### config.mk
export PLATFORM = sky130hd
export DESIGN_NAME = pane_encoder
export DESIGN_NICKNAME = d
export VERILOG_FILES = /design/src/verilog/pane_pkg.sv /design/src/verilog/pane_encoder.sv /design/src/verilog/pane_fifo.sv
export SDC_FILE = /design/constraint.sdc
export NUM_CORES = 1
export LEC_CHECK = 0
export ABC_AREA = 1
export BUFFER_PORTS_ARGS = -buffer_cell sky130_fd_sc_hd__buf_2
export CELL_PAD_IN_SITES_DETAIL_PLACEMENT = 0
export CELL_PAD_IN_SITES_GLOBAL_PLACEMENT = 1
export CORE_MARGIN = 1
export CORE_UTILIZATION = 52
export DETAILED_ROUTE_END_ITERATION = 10
export HOLD_SLACK_MARGIN = 0.15
export PLACE_DENSITY_LB_ADDON = 0.1
export SETUP_SLACK_MARGIN = 0.4
export SLEW_MARGIN = 20
export SYNTH_ARGS = -nofsm -noshare
export SYNTH_HDL_FRONTEND = slang
export SYNTH_SLANG_ARGS = --single-unit
### constraint.sdc
create_clock -name clk -period 2.7 [get_ports clk]
set_input_delay 0.27 -clock clk [delete_from_list [all_inputs] [get_ports clk]]
set_output_delay 0.27 -clock clk [all_outputs]
set_load 0.02 [all_outputs]
### src/verilog/pane_pkg.sv
// Purpose: Shared constants for PHY addressing and the 4B/5B transmit encoder
// Assumes: One clock, synchronous active-high reset
// Notes:   Code-groups are five bits, nibbles four bits
package pane_pkg;
  // --------------------------------------------------------------------------
  // Management addressing
  // --------------------------------------------------------------------------
  localparam int           ADDR_W          = 5;
  localparam logic [4:0]   VPHY_ADDR_LOW   = 5'h00;
  localparam logic [4:0]   PORT1_ADDR_LOW  = 5'h01;
  localparam logic [4:0]   PORT2_ADDR_LOW  = 5'h02;
  localparam logic [4:0]   VPHY_ADDR_HIGH  = 5'h01;
  localparam logic [4:0]   PORT1_ADDR_HIGH = 5'h02;
  localparam logic [4:0]   PORT2_ADDR_HIGH = 5'h03;

  // --------------------------------------------------------------------------
  // Code-groups
  // --------------------------------------------------------------------------
  localparam logic [4:0]   CG_IDLE  = 5'h1F;
  localparam logic [4:0]   CG_J     = 5'h18;
  localparam logic [4:0]   CG_K     = 5'h11;
  localparam logic [4:0]   CG_T     = 5'h0D;
  localparam logic [4:0]   CG_R     = 5'h07;
  localparam logic [4:0]   CG_ERR   = 5'h04;
  localparam logic [4:0]   CG_D0    = 5'h1E;
  localparam logic [4:0]   CG_D1    = 5'h09;
  localparam logic [4:0]   CG_D2    = 5'h14;
  localparam logic [4:0]   CG_D3    = 5'h15;
  localparam logic [4:0]   CG_D4    = 5'h0A;
  localparam logic [4:0]   CG_D5    = 5'h0B;
  localparam logic [4:0]   CG_D6    = 5'h0E;
  localparam logic [4:0]   CG_D7    = 5'h0F;
  localparam logic [4:0]   CG_D8    = 5'h12;
  localparam logic [4:0]   CG_D9    = 5'h13;
  localparam logic [4:0]   CG_DA    = 5'h16;
  localparam logic [4:0]   CG_DB    = 5'h17;
  localparam logic [4:0]   CG_DC    = 5'h1A;
  localparam logic [4:0]   CG_DD    = 5'h1B;
  localparam logic [4:0]   CG_DE    = 5'h1C;
  localparam logic [4:0]   CG_DF    = 5'h1D;

  // --------------------------------------------------------------------------
  // FIFO and encoder state
  // --------------------------------------------------------------------------
  localparam int           FIFO_DEPTH = 32;
  localparam int           FIFO_WIDTH = 5;

  typedef enum logic [2:0] {
    PANE_IDLE, PANE_SSD_K, PANE_DATA, PANE_ESD_R
  } pane_state_t;
endpackage : pane_pkg
### src/verilog/pane_encoder.sv
// Purpose: PHY default addressing and 100 Mb 4B/5B transmit encoder
// Assumes: Internal MII nibbles synchronous to clk
// Notes:   Code-groups pass a FIFO before the scrambler stage
`timescale 1ns/1ps
// Overview of operation
// - Strap selects default addresses 0/1/2 or 1/2/3
// - Strap captured at reset release, then held
// - Port addresses overridable by address field
// - Addresses unchecked; configurer keeps them distinct
// - Nibbles arrive on internal MII from MAC
// - Management path address outputs for clause 22
// - Every data nibble becomes one code-group
// - Fixed data mapping for nibbles 0 to F
// - Non-data groups never sent as data
// - Idle sent after end pair until enable
// - Rising enable sends J then K
// - Falling enable sends T then R
module pane_encoder
  import pane_pkg::*;
(
  input  wire logic        clk,             // Transmit clock, 40 MHz
  input  wire logic        reset,           // Chip reset, active high
  input  wire logic        addr_sel_strap,  // Address-select strap level
  input  wire logic        port1_addr_wr,   // Port 1 address field write
  input  wire logic        port2_addr_wr,   // Port 2 address field write
  input  wire logic [4:0]  addr_wr_data,    // New address value
  output logic      [4:0]  vphy_addr,       // Virtual PHY address
  output logic      [4:0]  port1_addr,      // Port 1 address
  output logic      [4:0]  port2_addr,      // Port 2 address
  input  wire logic        mii_tx_en,       // MII transmit enable
  input  wire logic        mii_tx_er,       // MII transmit error
  input  wire logic [3:0]  mii_txd,         // MII transmit nibble
  output logic             mii_tx_ready,    // Encoder can take a group
  output logic      [4:0]  cg_data,         // Code-group to scrambler
  output logic             cg_valid,        // Code-group valid
  input  wire logic        cg_ready         // Scrambler takes group
);
  // --------------------------------------------------------------------------
  // Addressing
  // --------------------------------------------------------------------------
  logic        in_reset_q;
  logic        strap_q;
  logic [4:0]  p1_q;
  logic [4:0]  p2_q;
  wire         release_edge = in_reset_q && !reset;
  wire  [4:0]  p1_def = strap_q ? PORT1_ADDR_HIGH : PORT1_ADDR_LOW;
  wire  [4:0]  p2_def = strap_q ? PORT2_ADDR_HIGH : PORT2_ADDR_LOW;

  // Strap capture at reset release
  always_ff @(posedge clk) begin
    in_reset_q <= reset;
    if (release_edge) strap_q <= addr_sel_strap;
  end

  // Run-time address override, no uniqueness check
  always_ff @(posedge clk) begin
    if (reset) begin
      p1_q <= '0;
      p2_q <= '0;
    end else begin
      if (port1_addr_wr) p1_q <= addr_wr_data;
      if (port2_addr_wr) p2_q <= addr_wr_data;
    end
  end

  // Override flags select default or written value
  logic ov1_q;
  logic ov2_q;
  always_ff @(posedge clk) begin
    if (reset) begin
      ov1_q <= 1'b0;
      ov2_q <= 1'b0;
    end else begin
      if (port1_addr_wr) ov1_q <= 1'b1;
      if (port2_addr_wr) ov2_q <= 1'b1;
    end
  end

  // Addresses to the management path
  assign vphy_addr  = strap_q ? VPHY_ADDR_HIGH : VPHY_ADDR_LOW;
  assign port1_addr = ov1_q ? p1_q : p1_def;
  assign port2_addr = ov2_q ? p2_q : p2_def;

  // --------------------------------------------------------------------------
  // 4B/5B encoding
  // --------------------------------------------------------------------------
  pane_state_t st_q;
  pane_state_t st_d;
  logic [4:0]  grp_d;
  logic [4:0]  grp_q;
  logic        gv_q;
  logic        f_ready;
  logic [4:0]  data_cg;

  // Data nibble table; every nibble has a data group, never a control one
  always_comb begin
    unique case (mii_txd)
      4'h0:    data_cg = CG_D0;
      4'h1:    data_cg = CG_D1;
      4'h2:    data_cg = CG_D2;
      4'h3:    data_cg = CG_D3;
      4'h4:    data_cg = CG_D4;
      4'h5:    data_cg = CG_D5;
      4'h6:    data_cg = CG_D6;
      4'h7:    data_cg = CG_D7;
      4'h8:    data_cg = CG_D8;
      4'h9:    data_cg = CG_D9;
      4'hA:    data_cg = CG_DA;
      4'hB:    data_cg = CG_DB;
      4'hC:    data_cg = CG_DC;
      4'hD:    data_cg = CG_DD;
      4'hE:    data_cg = CG_DE;
      4'hF:    data_cg = CG_DF;
    endcase
  end

  // Stream sequencer
  always_comb begin
    st_d  = st_q;
    grp_d = CG_IDLE;
    unique case (st_q)
      PANE_IDLE: begin
        if (mii_tx_en) begin
          grp_d = CG_J;
          st_d  = PANE_SSD_K;
        end
      end
      PANE_SSD_K: begin
        grp_d = CG_K;
        st_d  = PANE_DATA;
      end
      PANE_DATA: begin
        if (mii_tx_en) begin
          grp_d = mii_tx_er ? CG_ERR : data_cg;
        end else begin
          grp_d = CG_T;
          st_d  = PANE_ESD_R;
        end
      end
      PANE_ESD_R: begin
        grp_d = CG_R;
        st_d  = PANE_IDLE;
      end
      default: begin
        st_d = PANE_IDLE;
      end
    endcase
  end

  assign mii_tx_ready = f_ready;

  // One group per accepted clock, idle during reset
  always_ff @(posedge clk) begin
    if (reset) begin
      st_q  <= PANE_IDLE;
      grp_q <= CG_IDLE;
      gv_q  <= 1'b0;
    end else if (f_ready) begin
      st_q  <= st_d;
      grp_q <= grp_d;
      gv_q  <= 1'b1;
    end
  end

  // --------------------------------------------------------------------------
  // Output buffer toward the scrambler
  // --------------------------------------------------------------------------
  logic [4:0] f_data;
  logic       f_valid;
  logic [4:0] ob_data_q;
  logic       ob_valid_q;
  wire        ob_free = !ob_valid_q || cg_ready;  // Stage empty or being emptied
  wire        ob_load = f_valid && ob_free;       // Move FIFO head into the stage

  pane_fifo #(
    .WIDTH (FIFO_WIDTH),
    .DEPTH (FIFO_DEPTH)
  ) u_fifo (
    .clk       (clk),
    .reset     (reset),
    .in_valid  (gv_q && f_ready),
    .in_ready  (f_ready),
    .in_data   (grp_q),
    .out_valid (f_valid),
    .out_ready (ob_free),
    .out_data  (f_data)
  );

  // Registered output stage; keeps a stalled group, idle when empty
  always_ff @(posedge clk) begin
    if (reset) begin
      ob_data_q  <= CG_IDLE;
      ob_valid_q <= 1'b0;
    end else if (ob_load) begin
      ob_data_q  <= f_data;
      ob_valid_q <= 1'b1;
    end else if (cg_ready) begin
      ob_data_q  <= CG_IDLE;
      ob_valid_q <= 1'b0;
    end
  end

  // Scrambler side comes straight from flip-flops
  assign cg_valid = ob_valid_q;
  assign cg_data  = ob_data_q;
endmodule : pane_encoder

### src/verilog/pane_fifo.sv
// Purpose: Synchronous FIFO with valid/ready on both sides
// Assumes: Depth a power of two
// Notes:   Read data come from a register
`timescale 1ns/1ps
module pane_fifo #(
  parameter int WIDTH = 5,
  parameter int DEPTH = 32
) (
  input  wire logic             clk,      // Clock
  input  wire logic             reset,    // Sync reset
  input  wire logic             in_valid, // Write request
  output logic                  in_ready, // Not full
  input  wire logic [WIDTH-1:0] in_data,  // Write data
  output logic                  out_valid,// Output holds a word
  input  wire logic             out_ready,// Consumer takes word
  output logic      [WIDTH-1:0] out_data  // Registered read data
);
  localparam int AW = $clog2(DEPTH);

  logic [WIDTH-1:0] mem_q [DEPTH];
  logic [AW:0]      wr_q;
  logic [AW:0]      rd_q;
  logic             ov_q;
  logic [WIDTH-1:0] od_q;
  wire              empty = (wr_q == rd_q);
  wire              full  = (wr_q[AW-1:0] == rd_q[AW-1:0]) && (wr_q[AW] != rd_q[AW]);
  wire              push  = in_valid && !full;
  wire              load  = !empty && (!ov_q || out_ready);

  // --------------------------------------------------------------------------
  // Handshakes
  // --------------------------------------------------------------------------
  assign in_ready  = !full;
  assign out_valid = ov_q;
  assign out_data  = od_q;

  // Storage write
  always_ff @(posedge clk) begin
    if (push) begin
      mem_q[wr_q[AW-1:0]] <= in_data;
    end
  end

  // Pointers and output register
  always_ff @(posedge clk) begin
    if (reset) begin
      wr_q <= '0;
      rd_q <= '0;
      ov_q <= 1'b0;
      od_q <= '0;
    end else begin
      if (push) wr_q <= wr_q + 1'b1;
      if (load) begin
        od_q <= mem_q[rd_q[AW-1:0]];
        rd_q <= rd_q + 1'b1;
        ov_q <= 1'b1;
      end else if (out_ready) begin
        ov_q <= 1'b0;
      end
    end
  end
endmodule : pane_fifo

==> results of run 1 <==
==> power groups by stage <==
stage	registers [W]	logic (W)	clock network (W)
2_1_floorplan	0.00421	0.00148	0
3_3_place_gp	0.00440	0.00206	0
3_5_place_dp	0.00441	0.00207	0
4_1_cts	0.00435	0.00210	0.00324
5_1_grt	0.00439	0.00238	0.00335
6_report	0.00434	0.00210	0.00318
==> layout make-up <==
class / count / area [sq um] / area share
Multi-Input combinational cell: 619 / 2790 / 0.272
Timing Repair inverter: 1 / 5.00 / 0.000489
Clock inverter: 6 / 129 / 0.0126
Sequential cell: 206 / 5740 / 0.561
Timing Repair Buffer: 59 / 402 / 0.0392
Clock buffer: 34 / 647 / 0.0631
Tap cell: 220 / 275 / 0.0269
Inverter: 65 / 255 / 0.0249
==> sequential cells by signal (all words and copies together), names as in the netlist, 2 cells and up <==
name / cells
u_fifo.out_data: 5
u_fifo.wr_q: 6
u_fifo.rd_q: 6
grp_q: 5
u_fifo.mem_q: 160
cg_data: 5
p2_q: 5
p1_q: 5
st_q: 2
==> critical path: stages, from the launching register on <==
cell,delay [ps]
dfxtp_1,530
xor2_1,180
nor2_1,70
nand2_1,70
nor2_2,50
nand2_4,160
nand2_4,130
inv_4,140
nand2_4,160
nor2_1,390
==> stage by stage <==
step | util | std cells | hold WS [ps]
global route | 0.613 | 1210 | 241
CTS | 0.609 | 1209 | 181
global placement | 0.554 | 1154 | 447
finish | 0.613 | 1210 | 199
floorplan | - | 935 | 298
detailed placement | 0.554 | 1154 | 451
==> Yosys cell counts (all sizes together) <==
| master | number | area share |
|---|---|---|
| a21oi | 27 | 0.015 |
| a31oi | 1 | 0.00070 |
| a41oi | 1 | 0.00098 |
| buf | 36 | 0.025 |
| clkbuf | 9 | 0.0038 |
| clkinv | 1 | 0.00098 |
| conb | 1 | 0.00042 |
| dfxtp | 45 | 0.10 |
| edfxtp | 161 | 0.54 |
| ha | 10 | 0.014 |
| inv | 64 | 0.027 |
| nand2 | 280 | 0.12 |
| nand3 | 78 | 0.043 |
| nand4 | 2 | 0.0014 |
| nor2 | 148 | 0.062 |
| nor3 | 7 | 0.0039 |
| o21ai | 42 | 0.023 |
| o22ai | 5 | 0.0035 |
| o31ai | 2 | 0.0017 |
| o41ai | 1 | 0.00098 |
| or2 | 2 | 0.0014 |
| xnor2 | 2 | 0.0020 |
| xor2 | 7 | 0.0068 |
==> worst max path at each step <==
stage	from	end	slack (ps)	depth (start not counted)
3_3_place_gp	u_fifo.rd_q[0]$_SDFFE_PP0P_	u_fifo.out_data[4]$_SDFFE_PP0P_	460	9
5_1_grt	u_fifo.wr_q[2]$_SDFFE_PP0P_	u_fifo.mem_q[8][1]$_DFFE_PP_	330	9
2_1_floorplan	u_fifo.rd_q[1]$_SDFFE_PP0P_	u_fifo.mem_q[27][0]$_DFFE_PP_	950	11
6_report	u_fifo.wr_q[2]$_SDFFE_PP0P_	u_fifo.mem_q[13][2]$_DFFE_PP_	470	9
3_5_place_dp	u_fifo.rd_q[0]$_SDFFE_PP0P_	u_fifo.out_data[4]$_SDFFE_PP0P_	440	9
4_1_cts	u_fifo.rd_q[0]$_SDFFE_PP0P_	u_fifo.out_data[4]$_SDFFE_PP0P_	420	9
==> metal layers <==
layer  wire length (um)  up-vias  GRT usage
li1                   -     3140          -
met1               9600     3069      0.344
met2               9770      181      0.392
met3               1260       42     0.0468
met4                480        0     0.0764
met5                  0        -          0
==> logic make-up after synthesis <==
group                      after synthesis  synth area share
AOI/OAI and AO/OA                       79            0.0467
xor gates and xnor gates                 9           0.00878
adders and majority gates               10            0.0139
buffers and inverters                  110            0.0571
DFF                                    206             0.639
other                                    1          0.000418
and+or+nand+nor                        517             0.234
==> timing repair <==
item,4_1_cts,5_1_grt
hold endpoints to repair,13,0
resized for setup,0,24
hold buffers,15,0
setup endpoints to repair,0,166
==> results.sh, run 1 <==
export IMPL_cp_required_ps=2850
export IMPL_io_buffers=34
export IMPL_max_cap_violations=0
export IMPL_drive_gt1_frac=0.118
export IMPL_fin_skew_ps=11.2
export IMPL_initial_core_util=0.538
export IMPL_worstSetupStartpointType="register"
export IMPL_cts_root_buf="clkbuf_16"
export IMPL_p_leak_nw=4.07
export IMPL_clockPowerShare=0.331
export IMPL_fillCellCount=1393
export IMPL_ys_warn_count=0
export IMPL_layout_commonest_cell="nand2_1"
export IMPL_slew_headroom=0.457
export IMPL_drc_errors=0
export IMPL_grt_setup_unrepaired="true"
export IMPL_seqPwrFrac=0.451
export IMPL_h_tree_depth=1
export IMPL_min_delay_path_class="in -> reg"
export IMPL_fin_nets=1001
export IMPL_worstMarginPinSlew_ps=814
export IMPL_numClockSinks=206
export IMPL_cts_tree="done"
export IMPL_grt_pass1_vias=6260
export IMPL_end_kind="register"
export IMPL_design_area_sq_um=10200
export IMPL_switching_share=0.320
export IMPL_tns_ps=0
export IMPL_setup_viol=0
export IMPL_setup_ws_ps=468
export IMPL_fmax_ghz=0.448
export IMPL_cp_max_fo=15
export IMPL_synth_cells=932
export IMPL_worst_skew_pair_late_latency_ps=500
export IMPL_finalHoldViolCount=0
export IMPL_min_period_ps=2230
export IMPL_regToRegSetupSlack_ps=470
export IMPL_antenna_found_initial=1
export IMPL_hold_path_cell_count=4
export IMPL_placed_area_sq_um=9250
export IMPL_track_usage=0.247
export IMPL_row_count=47
export IMPL_place_ws_ps=437
export IMPL_status="complete, no violations"
export IMPL_worstHoldEndpoint="st_q[1]$_SDFFE_PP0P_"
export IMPL_crit_type="reg -> reg"
export IMPL_drt_initial_drc_count=394
export IMPL_fin_crit_sh=0.827
export IMPL_rr_worst_depth=9
export IMPL_synth_distinct_cells=33
export IMPL_vias=6432
export IMPL_area_growth_pct=14.1
export IMPL_gp_congestion=0.873
export IMPL_via_per_inst=5.32
export IMPL_seq_area_frac_synth=0.639
export IMPL_cts_buffers=22
export IMPL_antennaDiodeCount=0
export IMPL_clk_pin_slew_ps=60
export IMPL_num_io_pins=39
export IMPL_fp_dieArea_sq_um=17800
export IMPL_die_y_um=133
export IMPL_routed_wl_um=21100
export IMPL_place_hpwl_um=13400
export IMPL_final_cell_mix="273 x nand2_1, 161 x edfxtp_1, 128 x nor2_1"
export IMPL_netlist_area_sq_um=8980
export IMPL_p_int_w=0.00655
export IMPL_peakVddDrop_mv=0.576
export IMPL_timing_rr_start="u_fifo.wr_q[2]$_SDFFE_PP0P_"
export IMPL_dr_pass1_iters=6
export IMPL_arrival_ps=2380
export IMPL_r2r_end="u_fifo.mem_q[13][2]$_DFFE_PP_"
export IMPL_finalPower_w=0.00963
export IMPL_grt_pass1_wl_um=33300
export IMPL_synth_avg_cell_area_sq_um=9.63
export IMPL_wire_per_inst_um=17.5
export IMPL_clk_path_buf_depth=3
export IMPL_die_w_um=133
export IMPL_min_from="mii_tx_en"
export IMPL_drv_slew=0
export IMPL_p_comb_frac=0.218
export IMPL_coreArea_sq_um=16700
export IMPL_p_switching_w=0.00308
export IMPL_grt_overflow=0
export IMPL_drtAntennaViolNets=0
export IMPL_power_density_nw_per_um2=940
export IMPL_ys_seq_elements=206
export IMPL_post_cts_buffers=0
export IMPL_grt_max_degree=82
No activity file was read; power rests on OpenSTA's default activity.
==> run 2: changes to the inputs <==
CORE_UTILIZATION = 43   (was 52)
clock period = 1.94 ns   (was 2.7 ns; I/O delays follow)
==> run 2 against run 1 <==
Effect of this change:
- register-to-register slack worse by 340 ps
- via count is 7.8% higher
- sequential power grew 30%
- final cell count is 9.7% higher
- power up 63%
- first-iteration DRC count grew 24%
==> results.sh, run 2 (synthesis gave the netlist of run 1 again) <==
export IMPL_p_comb_frac=0.367
export IMPL_fin_nets=1068
export IMPL_row_count=52
export IMPL_crit_buf_inv=3
export IMPL_worstSetupStartpointType="register"
export IMPL_grt_setup_unrepaired="true"
export IMPL_finalHoldViolCount=0
export IMPL_use_met2=0.404
export IMPL_peakVddDrop_mv=0.752
export IMPL_routed_wl_um=27000
export IMPL_crit_family="simple AND/OR/NAND/NOR gates"
export IMPL_fin_skew_ps=13.9
export IMPL_numClockSinks=206
export IMPL_die_w_um=146
export IMPL_largest_reg_flops=160
export IMPL_finalNonFillerCells=1327
export IMPL_power_density_nw_per_um2=1290
export IMPL_grt_met3_usage=0.0300
export IMPL_status="complete, no violations"
export IMPL_fmax_ghz=0.527
export IMPL_drv_slew=0
export IMPL_num_io_pins=39
export IMPL_via_per_inst=5.23
export IMPL_grt_pass1_wl_um=38800
export IMPL_placed_area_sq_um=9840
export IMPL_design_area_sq_um=12200
export IMPL_setup_ws_ps=41.9
export IMPL_p_int_w=0.0103
export IMPL_clockPowerShare=0.272
export IMPL_p_leak_nw=4.72
export IMPL_cts_tree="done"
export IMPL_arrival_ps=1700
export IMPL_drtAntennaViolNets=0
export IMPL_final_util=0.600
export IMPL_clk_path_buf_depth=3
export IMPL_grt_pass1_vias=6816
export IMPL_regToRegSetupSlack_ps=130
export IMPL_track_usage=0.240
export IMPL_path_cells="inv_4 -> nand2_1 -> nand2_2 -> a21oi_2 -> nand2_1 -> nor2_2 -> nand2_4 -> buf_8 -> buf_6"
export IMPL_grt_overflow=0
export IMPL_vias=6934
export IMPL_crit_path_top_delay_cell="dfxtp_4"
export IMPL_cp_max_fo=4
export IMPL_cts_root_buf="clkbuf_16"
export IMPL_min_delay_path_class="in -> reg"
export IMPL_layout_commonest_cell="nand2_1"
export IMPL_met1_usage=0.326
export IMPL_place_hpwl_um=14800
export IMPL_antennaDiodeCount=0
export IMPL_io_buffers=34
export IMPL_cp_required_ps=1750
export IMPL_coreArea_sq_um=20400
export IMPL_cts_buffers=22
export IMPL_dr_pass1_iters=5
export IMPL_place_ws_ps=167
export IMPL_switching_share=0.345
export IMPL_fin_crit_sh=0.978
export IMPL_min_period_ps=1900
export IMPL_cp_common_cell="nand2_1"
export IMPL_busiest_layer="met2"
export IMPL_drc_errors=0
export IMPL_fp_dieArea_sq_um=21500
export IMPL_initial_core_util=0.441
export IMPL_final_cell_mix="238 x nand2_1, 161 x edfxtp_1, 90 x nor2_1"
export IMPL_drive_gt1_frac=0.316
export IMPL_grt_max_degree=37
export IMPL_cp_slowest_stage_delay_ps=380
export IMPL_max_cap_violations=0
export IMPL_area_growth_pct=36.0
export IMPL_end_kind="output port"
export IMPL_crit_type="reg -> out"
export IMPL_gp_congestion=0.811
export IMPL_dp_cells=1225
export IMPL_antenna_found_initial=0
export IMPL_drt_initial_drc_count=489
export IMPL_p_switching_w=0.00541
export IMPL_seqPwrFrac=0.361
export IMPL_worst_skew_pair_late_latency_ps=500
export IMPL_clk_pin_slew_ps=60
export IMPL_wire_per_inst_um=20.3
export IMPL_h_tree_depth=1
export IMPL_setup_viol=0
export IMPL_die_y_um=146
run 2: changes by cell type in the layout (fill, tap and decap cells not counted), sizes merged:
cell / before / now
bufinv: 4 / 3
buf: 43 / 102
clkinv: 3 / 12
clkinvlp: 2 / 1
dlygate4sd3: 15 / 17
inv: 63 / 61
clkbuf: 35 / 36
run 2: worst paths after layout:
kind | from | end | cells past startpoint
worst max register to register | u_fifo.rd_q[0]$_SDFFE_PP0P_ | u_fifo.mem_q[6][4]$_DFFE_PP_ | 12
worst min register to register | ov2_q$_SDFFE_PP0P_ | ov2_q$_SDFFE_PP0P_ | 2
worst min-delay path | mii_tx_er | grp_q[1]$_SDFFE_PP1N_ | 6
worst max-delay path | u_fifo.rd_q[0]$_SDFFE_PP0P_ | mii_tx_ready | 9
run 2: metrics by stage:
stage	total power, W	TNS, ps	hold slack [ps]
floorplan	0.00798	0	222
global placement	0.00928	0	374
detailed placement	0.00932	0	379
CTS	0.0144	0	192
global route	0.0163	-67.4	226
finish	0.0157	0	169
run 2: per-layer routing:
metal / wire (um) / part of all wire
met3: 1370 / 0.051
met2: 13200 / 0.49
met4: 774 / 0.029
met5: 0 / 0
met1: 11600 / 0.43
run 2: power by group through the flow:
stage	Combinational [W]	Clock (W)	Sequential, W
after floorplan	0.00212	0	0.00587
after global placement	0.00353	0	0.00574
after detailed placement	0.00357	0	0.00575
after CTS	0.00447	0.00431	0.00566
after global routing	0.00612	0.00452	0.00569
final	0.00576	0.00428	0.00566
run 2: timing repair:
action	4_1_cts	5_1_grt
hold endpoints to repair	40	0
buffers inserted	16	11
pin swaps	22	70
gates resized for setup	69	159
hold buffers	17	0
gates cloned	9	9
endpoints found under the setup margin	177	185
run 2: final cells by class:
cell class              count  area [sq um]
repair buffers            127          1460
well taps                 270           338
inverters                  65           300
flip-flops and latches    206          5760
clock inverters            12           131
clock buffers              28           604
multi-input cells         619          3620
fillers                  1662          8160
run 2: worst reg2reg max path: stages (launching register included):
cell and delay [ps]:
dfxtp_4 380, inv_4 40, nand2_1 60, nand2_2 70
a21oi_2 130, nand2_1 80, nor2_2 140, nand2_4 70
buf_4 150, nand2_8 100, inv_12 70, nand2_8 180
nor2_4 90
==> run 3: changes to the inputs <==
ABC_AREA = not set   (was 1)
CORE_UTILIZATION = 47   (was 43)
==> run 3 against run 2 <==
Effect of this change:
- hold slack improved by 3.4 ps
- via count decreased by 25%
- power decreased by 18%
- setup slack got worse by 40 ps
- utilization increased by 1.8 points
- register-to-register slack got worse by 100 ps
- sequential share of layout area increased by 4.6 points
- final cell count decreased by 31%
- global-route usage decreased by 1.3 points
- critical path type unchanged
- largest cell class unchanged
- maximum frequency decreased by 2.1%
- non-clock buffer count decreased by 11
- synthesized cell count decreased by 40%
==> results.sh, run 3 <==
export IMPL_num_io_pins=39
export IMPL_gp_congestion=0.758
export IMPL_finalPower_w=0.0128
export IMPL_dr_pass1_iters=5
export IMPL_fp_dieArea_sq_um=18900
export IMPL_cp_max_fo=8
export IMPL_p_leak_nw=3.78
export IMPL_use_met2=0.359
export IMPL_die_y_um=138
export IMPL_yosysMostFrequentCell="edfxtp_1"
export IMPL_grt_met3_usage=0.0390
export IMPL_slew_headroom=0.583
export IMPL_antennaDiodeCount=0
export IMPL_cts_buffers=23
export IMPL_busiest_layer="met2"
export IMPL_grt_setup_unrepaired="true"
export IMPL_synthFlopType="edfxtp_1"
export IMPL_worstMarginPinSlew_ps=609
export IMPL_fin_crit_sh=0.999
export IMPL_synth_edf_count=161
export IMPL_ys_warn_count=0
export IMPL_synth_common_cells="161 x edfxtp_1, 72 x nor2_1, 45 x dfxtp_1, 25 x mux2i_1, 25 x mux4_1"
export IMPL_finalHoldViolCount=0
export IMPL_via_per_inst=5.68
export IMPL_min_period_ps=1940
export IMPL_cp_slowest_stage_delay_ps=350
export IMPL_coreArea_sq_um=18000
export IMPL_path_cells="buf_12 -> xnor2_4 -> nand3_2 -> or2_4 -> buf_8 -> buf_6"
export IMPL_largest_reg_flops=160
export IMPL_fin_nets=696
export IMPL_design_area_sq_um=11100
export IMPL_grt_overflow=0
export IMPL_worst_skew_pair_late_latency_ps=500
export IMPL_synth_largest_area_cell="edfxtp_1"
export IMPL_drtAntennaViolNets=0
export IMPL_holdWs_ps=172
export IMPL_fmax_ghz=0.516
export IMPL_min_delay_path_class="in -> reg"
export IMPL_synth_cells=561
export IMPL_grt_pass1_vias=5181
export IMPL_row_count=49
export IMPL_clk_path_buf_depth=3
export IMPL_end_kind="output port"
export IMPL_area_growth_pct=28.3
export IMPL_fillCellCount=1295
export IMPL_netlist_area_sq_um=8640
export IMPL_final_cell_mix="161 x edfxtp_1, 39 x dfxtp_1, 37 x nor2_1"
export IMPL_io_buffers=34
export IMPL_synth_avg_cell_area_sq_um=15.4
export IMPL_max_cap_violations=0
export IMPL_drv_slew=0
export IMPL_layout_commonest_cell="edfxtp_1"
export IMPL_vias=5195
export IMPL_wire_per_inst_um=22.5
export IMPL_routed_wl_um=20600
export IMPL_drive_gt1_frac=0.369
export IMPL_place_ws_ps=-21.7
export IMPL_grt_max_degree=34
export IMPL_initial_core_util=0.481
export IMPL_setup_ws_ps=2.08
export IMPL_seq_area_frac_synth=0.664
export IMPL_track_usage=0.227
export IMPL_placed_area_sq_um=9460
export IMPL_worstSetupStartpointType="register"
export IMPL_peakVddDrop_mv=0.797
export IMPL_drc_errors=0
export IMPL_antenna_found_initial=0
export IMPL_status="complete, no violations"
export IMPL_arrival_ps=1740
export IMPL_async_flop_share=0
export IMPL_power_density_nw_per_um2=1150
export IMPL_cts_tree="done"
export IMPL_fin_skew_ps=13.3
export IMPL_drt_initial_drc_count=392
export IMPL_crit_type="reg -> out"
export IMPL_place_hpwl_um=12200
export IMPL_grt_pass1_wl_um=30800
export IMPL_numClockSinks=206
export IMPL_clk_pin_slew_ps=60
export IMPL_die_w_um=138
export IMPL_h_tree_depth=1
export IMPL_met1_usage=0.321
export IMPL_ys_seq_elements=206
export IMPL_synth_top_area_share=0.559
export IMPL_crit_path_top_delay_cell="dfxtp_2"
export IMPL_cp_required_ps=1750
export IMPL_cts_root_buf="clkbuf_16"
export IMPL_setup_viol=0
export IMPL_synth_distinct_cells=52
export IMPL_synthTopCellsByArea="edfxtp_1 56%, dfxtp_1 10%, mux4_1 7.6%, mux4_2 3.4%, nor2_1 3.1%"
-- run 3: metrics by stage --
| stage | TNS [ps] | utilization | cells |
|---|---|---|---|
| after floorplan | 0 | - | 564 |
| after global placement | 0 | 0.526 | 822 |
| after detailed placement | -201 | 0.526 | 822 |
| after CTS | -46.9 | 0.612 | 911 |
| after global routing | -114 | 0.617 | 914 |
| final | 0 | 0.617 | 914 |
-- run 3: repair_timing --
item | in CTS | in global routing
setup endpoints to repair | 189 | 189
gates cloned | 4 | 0
resized for setup | 88 | 19
hold buffers | 14 | 0
hold endpoints to repair | 24 | 0
buffers inserted | 30 | 3
pin swaps | 35 | 26
-- run 3: path summary, 6_finish.rpt --
path	startpoint	slack, ps	endpoint	depth (start not counted)
setup / recovery	u_fifo.rd_q[1]$_SDFFE_PP0P_	2	mii_tx_ready	6
hold / removal	mii_txd[0]	170	grp_q[0]$_SDFFE_PP1N_	5
setup reg to reg	u_fifo.rd_q[0]$_SDFFE_PP0P_	30	u_fifo.rd_q[5]$_SDFFE_PP0P_	10
hold reg to reg	cg_data[4]$_SDFFE_PP1P_	470	cg_data[4]$_SDFFE_PP1P_	2
-- run 3: cells by family (layout without fill, tap and decap cells) --
family | after synthesis | after routing | share of synthesized area
xor gates and xnor gates | 12 | 12 | 0.0122
buffers and inverters | 47 | 168 | 0.0342
other | 1 | 4 | 0.000434
and+or+nand+nor | 151 | 151 | 0.0816
adders and majority gates | 10 | 10 | 0.0145
muxes | 65 | 65 | 0.141
AOI/OAI and AO/OA | 69 | 69 | 0.0521
DFF | 206 | 206 | 0.664
-- run 3: area by class of cell --
| cell class | count | area (sq um) | share of cell area |
|---|---|---|---|
| Sequential cell | 206 | 5750 | 0.518 |
| Clock buffer | 31 | 606 | 0.0546 |
| Timing Repair Buffer | 116 | 1160 | 0.105 |
| Clock inverter | 10 | 100 | 0.00903 |
| Inverter | 11 | 41.3 | 0.00372 |
| Tap cell | 229 | 287 | 0.0258 |
| Multi-Input combinational cell | 311 | 3150 | 0.284 |
-- run 3: routing by layer --
| layer | up-vias | part of all wire |
|---|---|---|
| met5 | - | 0 |
| met4 | 0 | 0.024 |
| met3 | 33 | 0.063 |
| met2 | 200 | 0.47 |
| met1 | 2586 | 0.45 |
| li1 | 2376 | - |
-- run 3: where the power goes --
group	total (W)	switching, W	internal [W]
Sequential	0.00522	0.000140	0.00508
Combinational	0.00349	0.00173	0.00176
Clock	0.00409	0.00164	0.00245
Total	0.0128	0.00352	0.00928
-- run 3: worst max-delay path: cells and delay by family, from the launching register on --
kind / cells / cell delay [ps]
xor gates and xnor gates: 1 / 110
buffers and inverters: 3 / 390
DFF: 1 / 350
and+or+nand+nor: 2 / 380
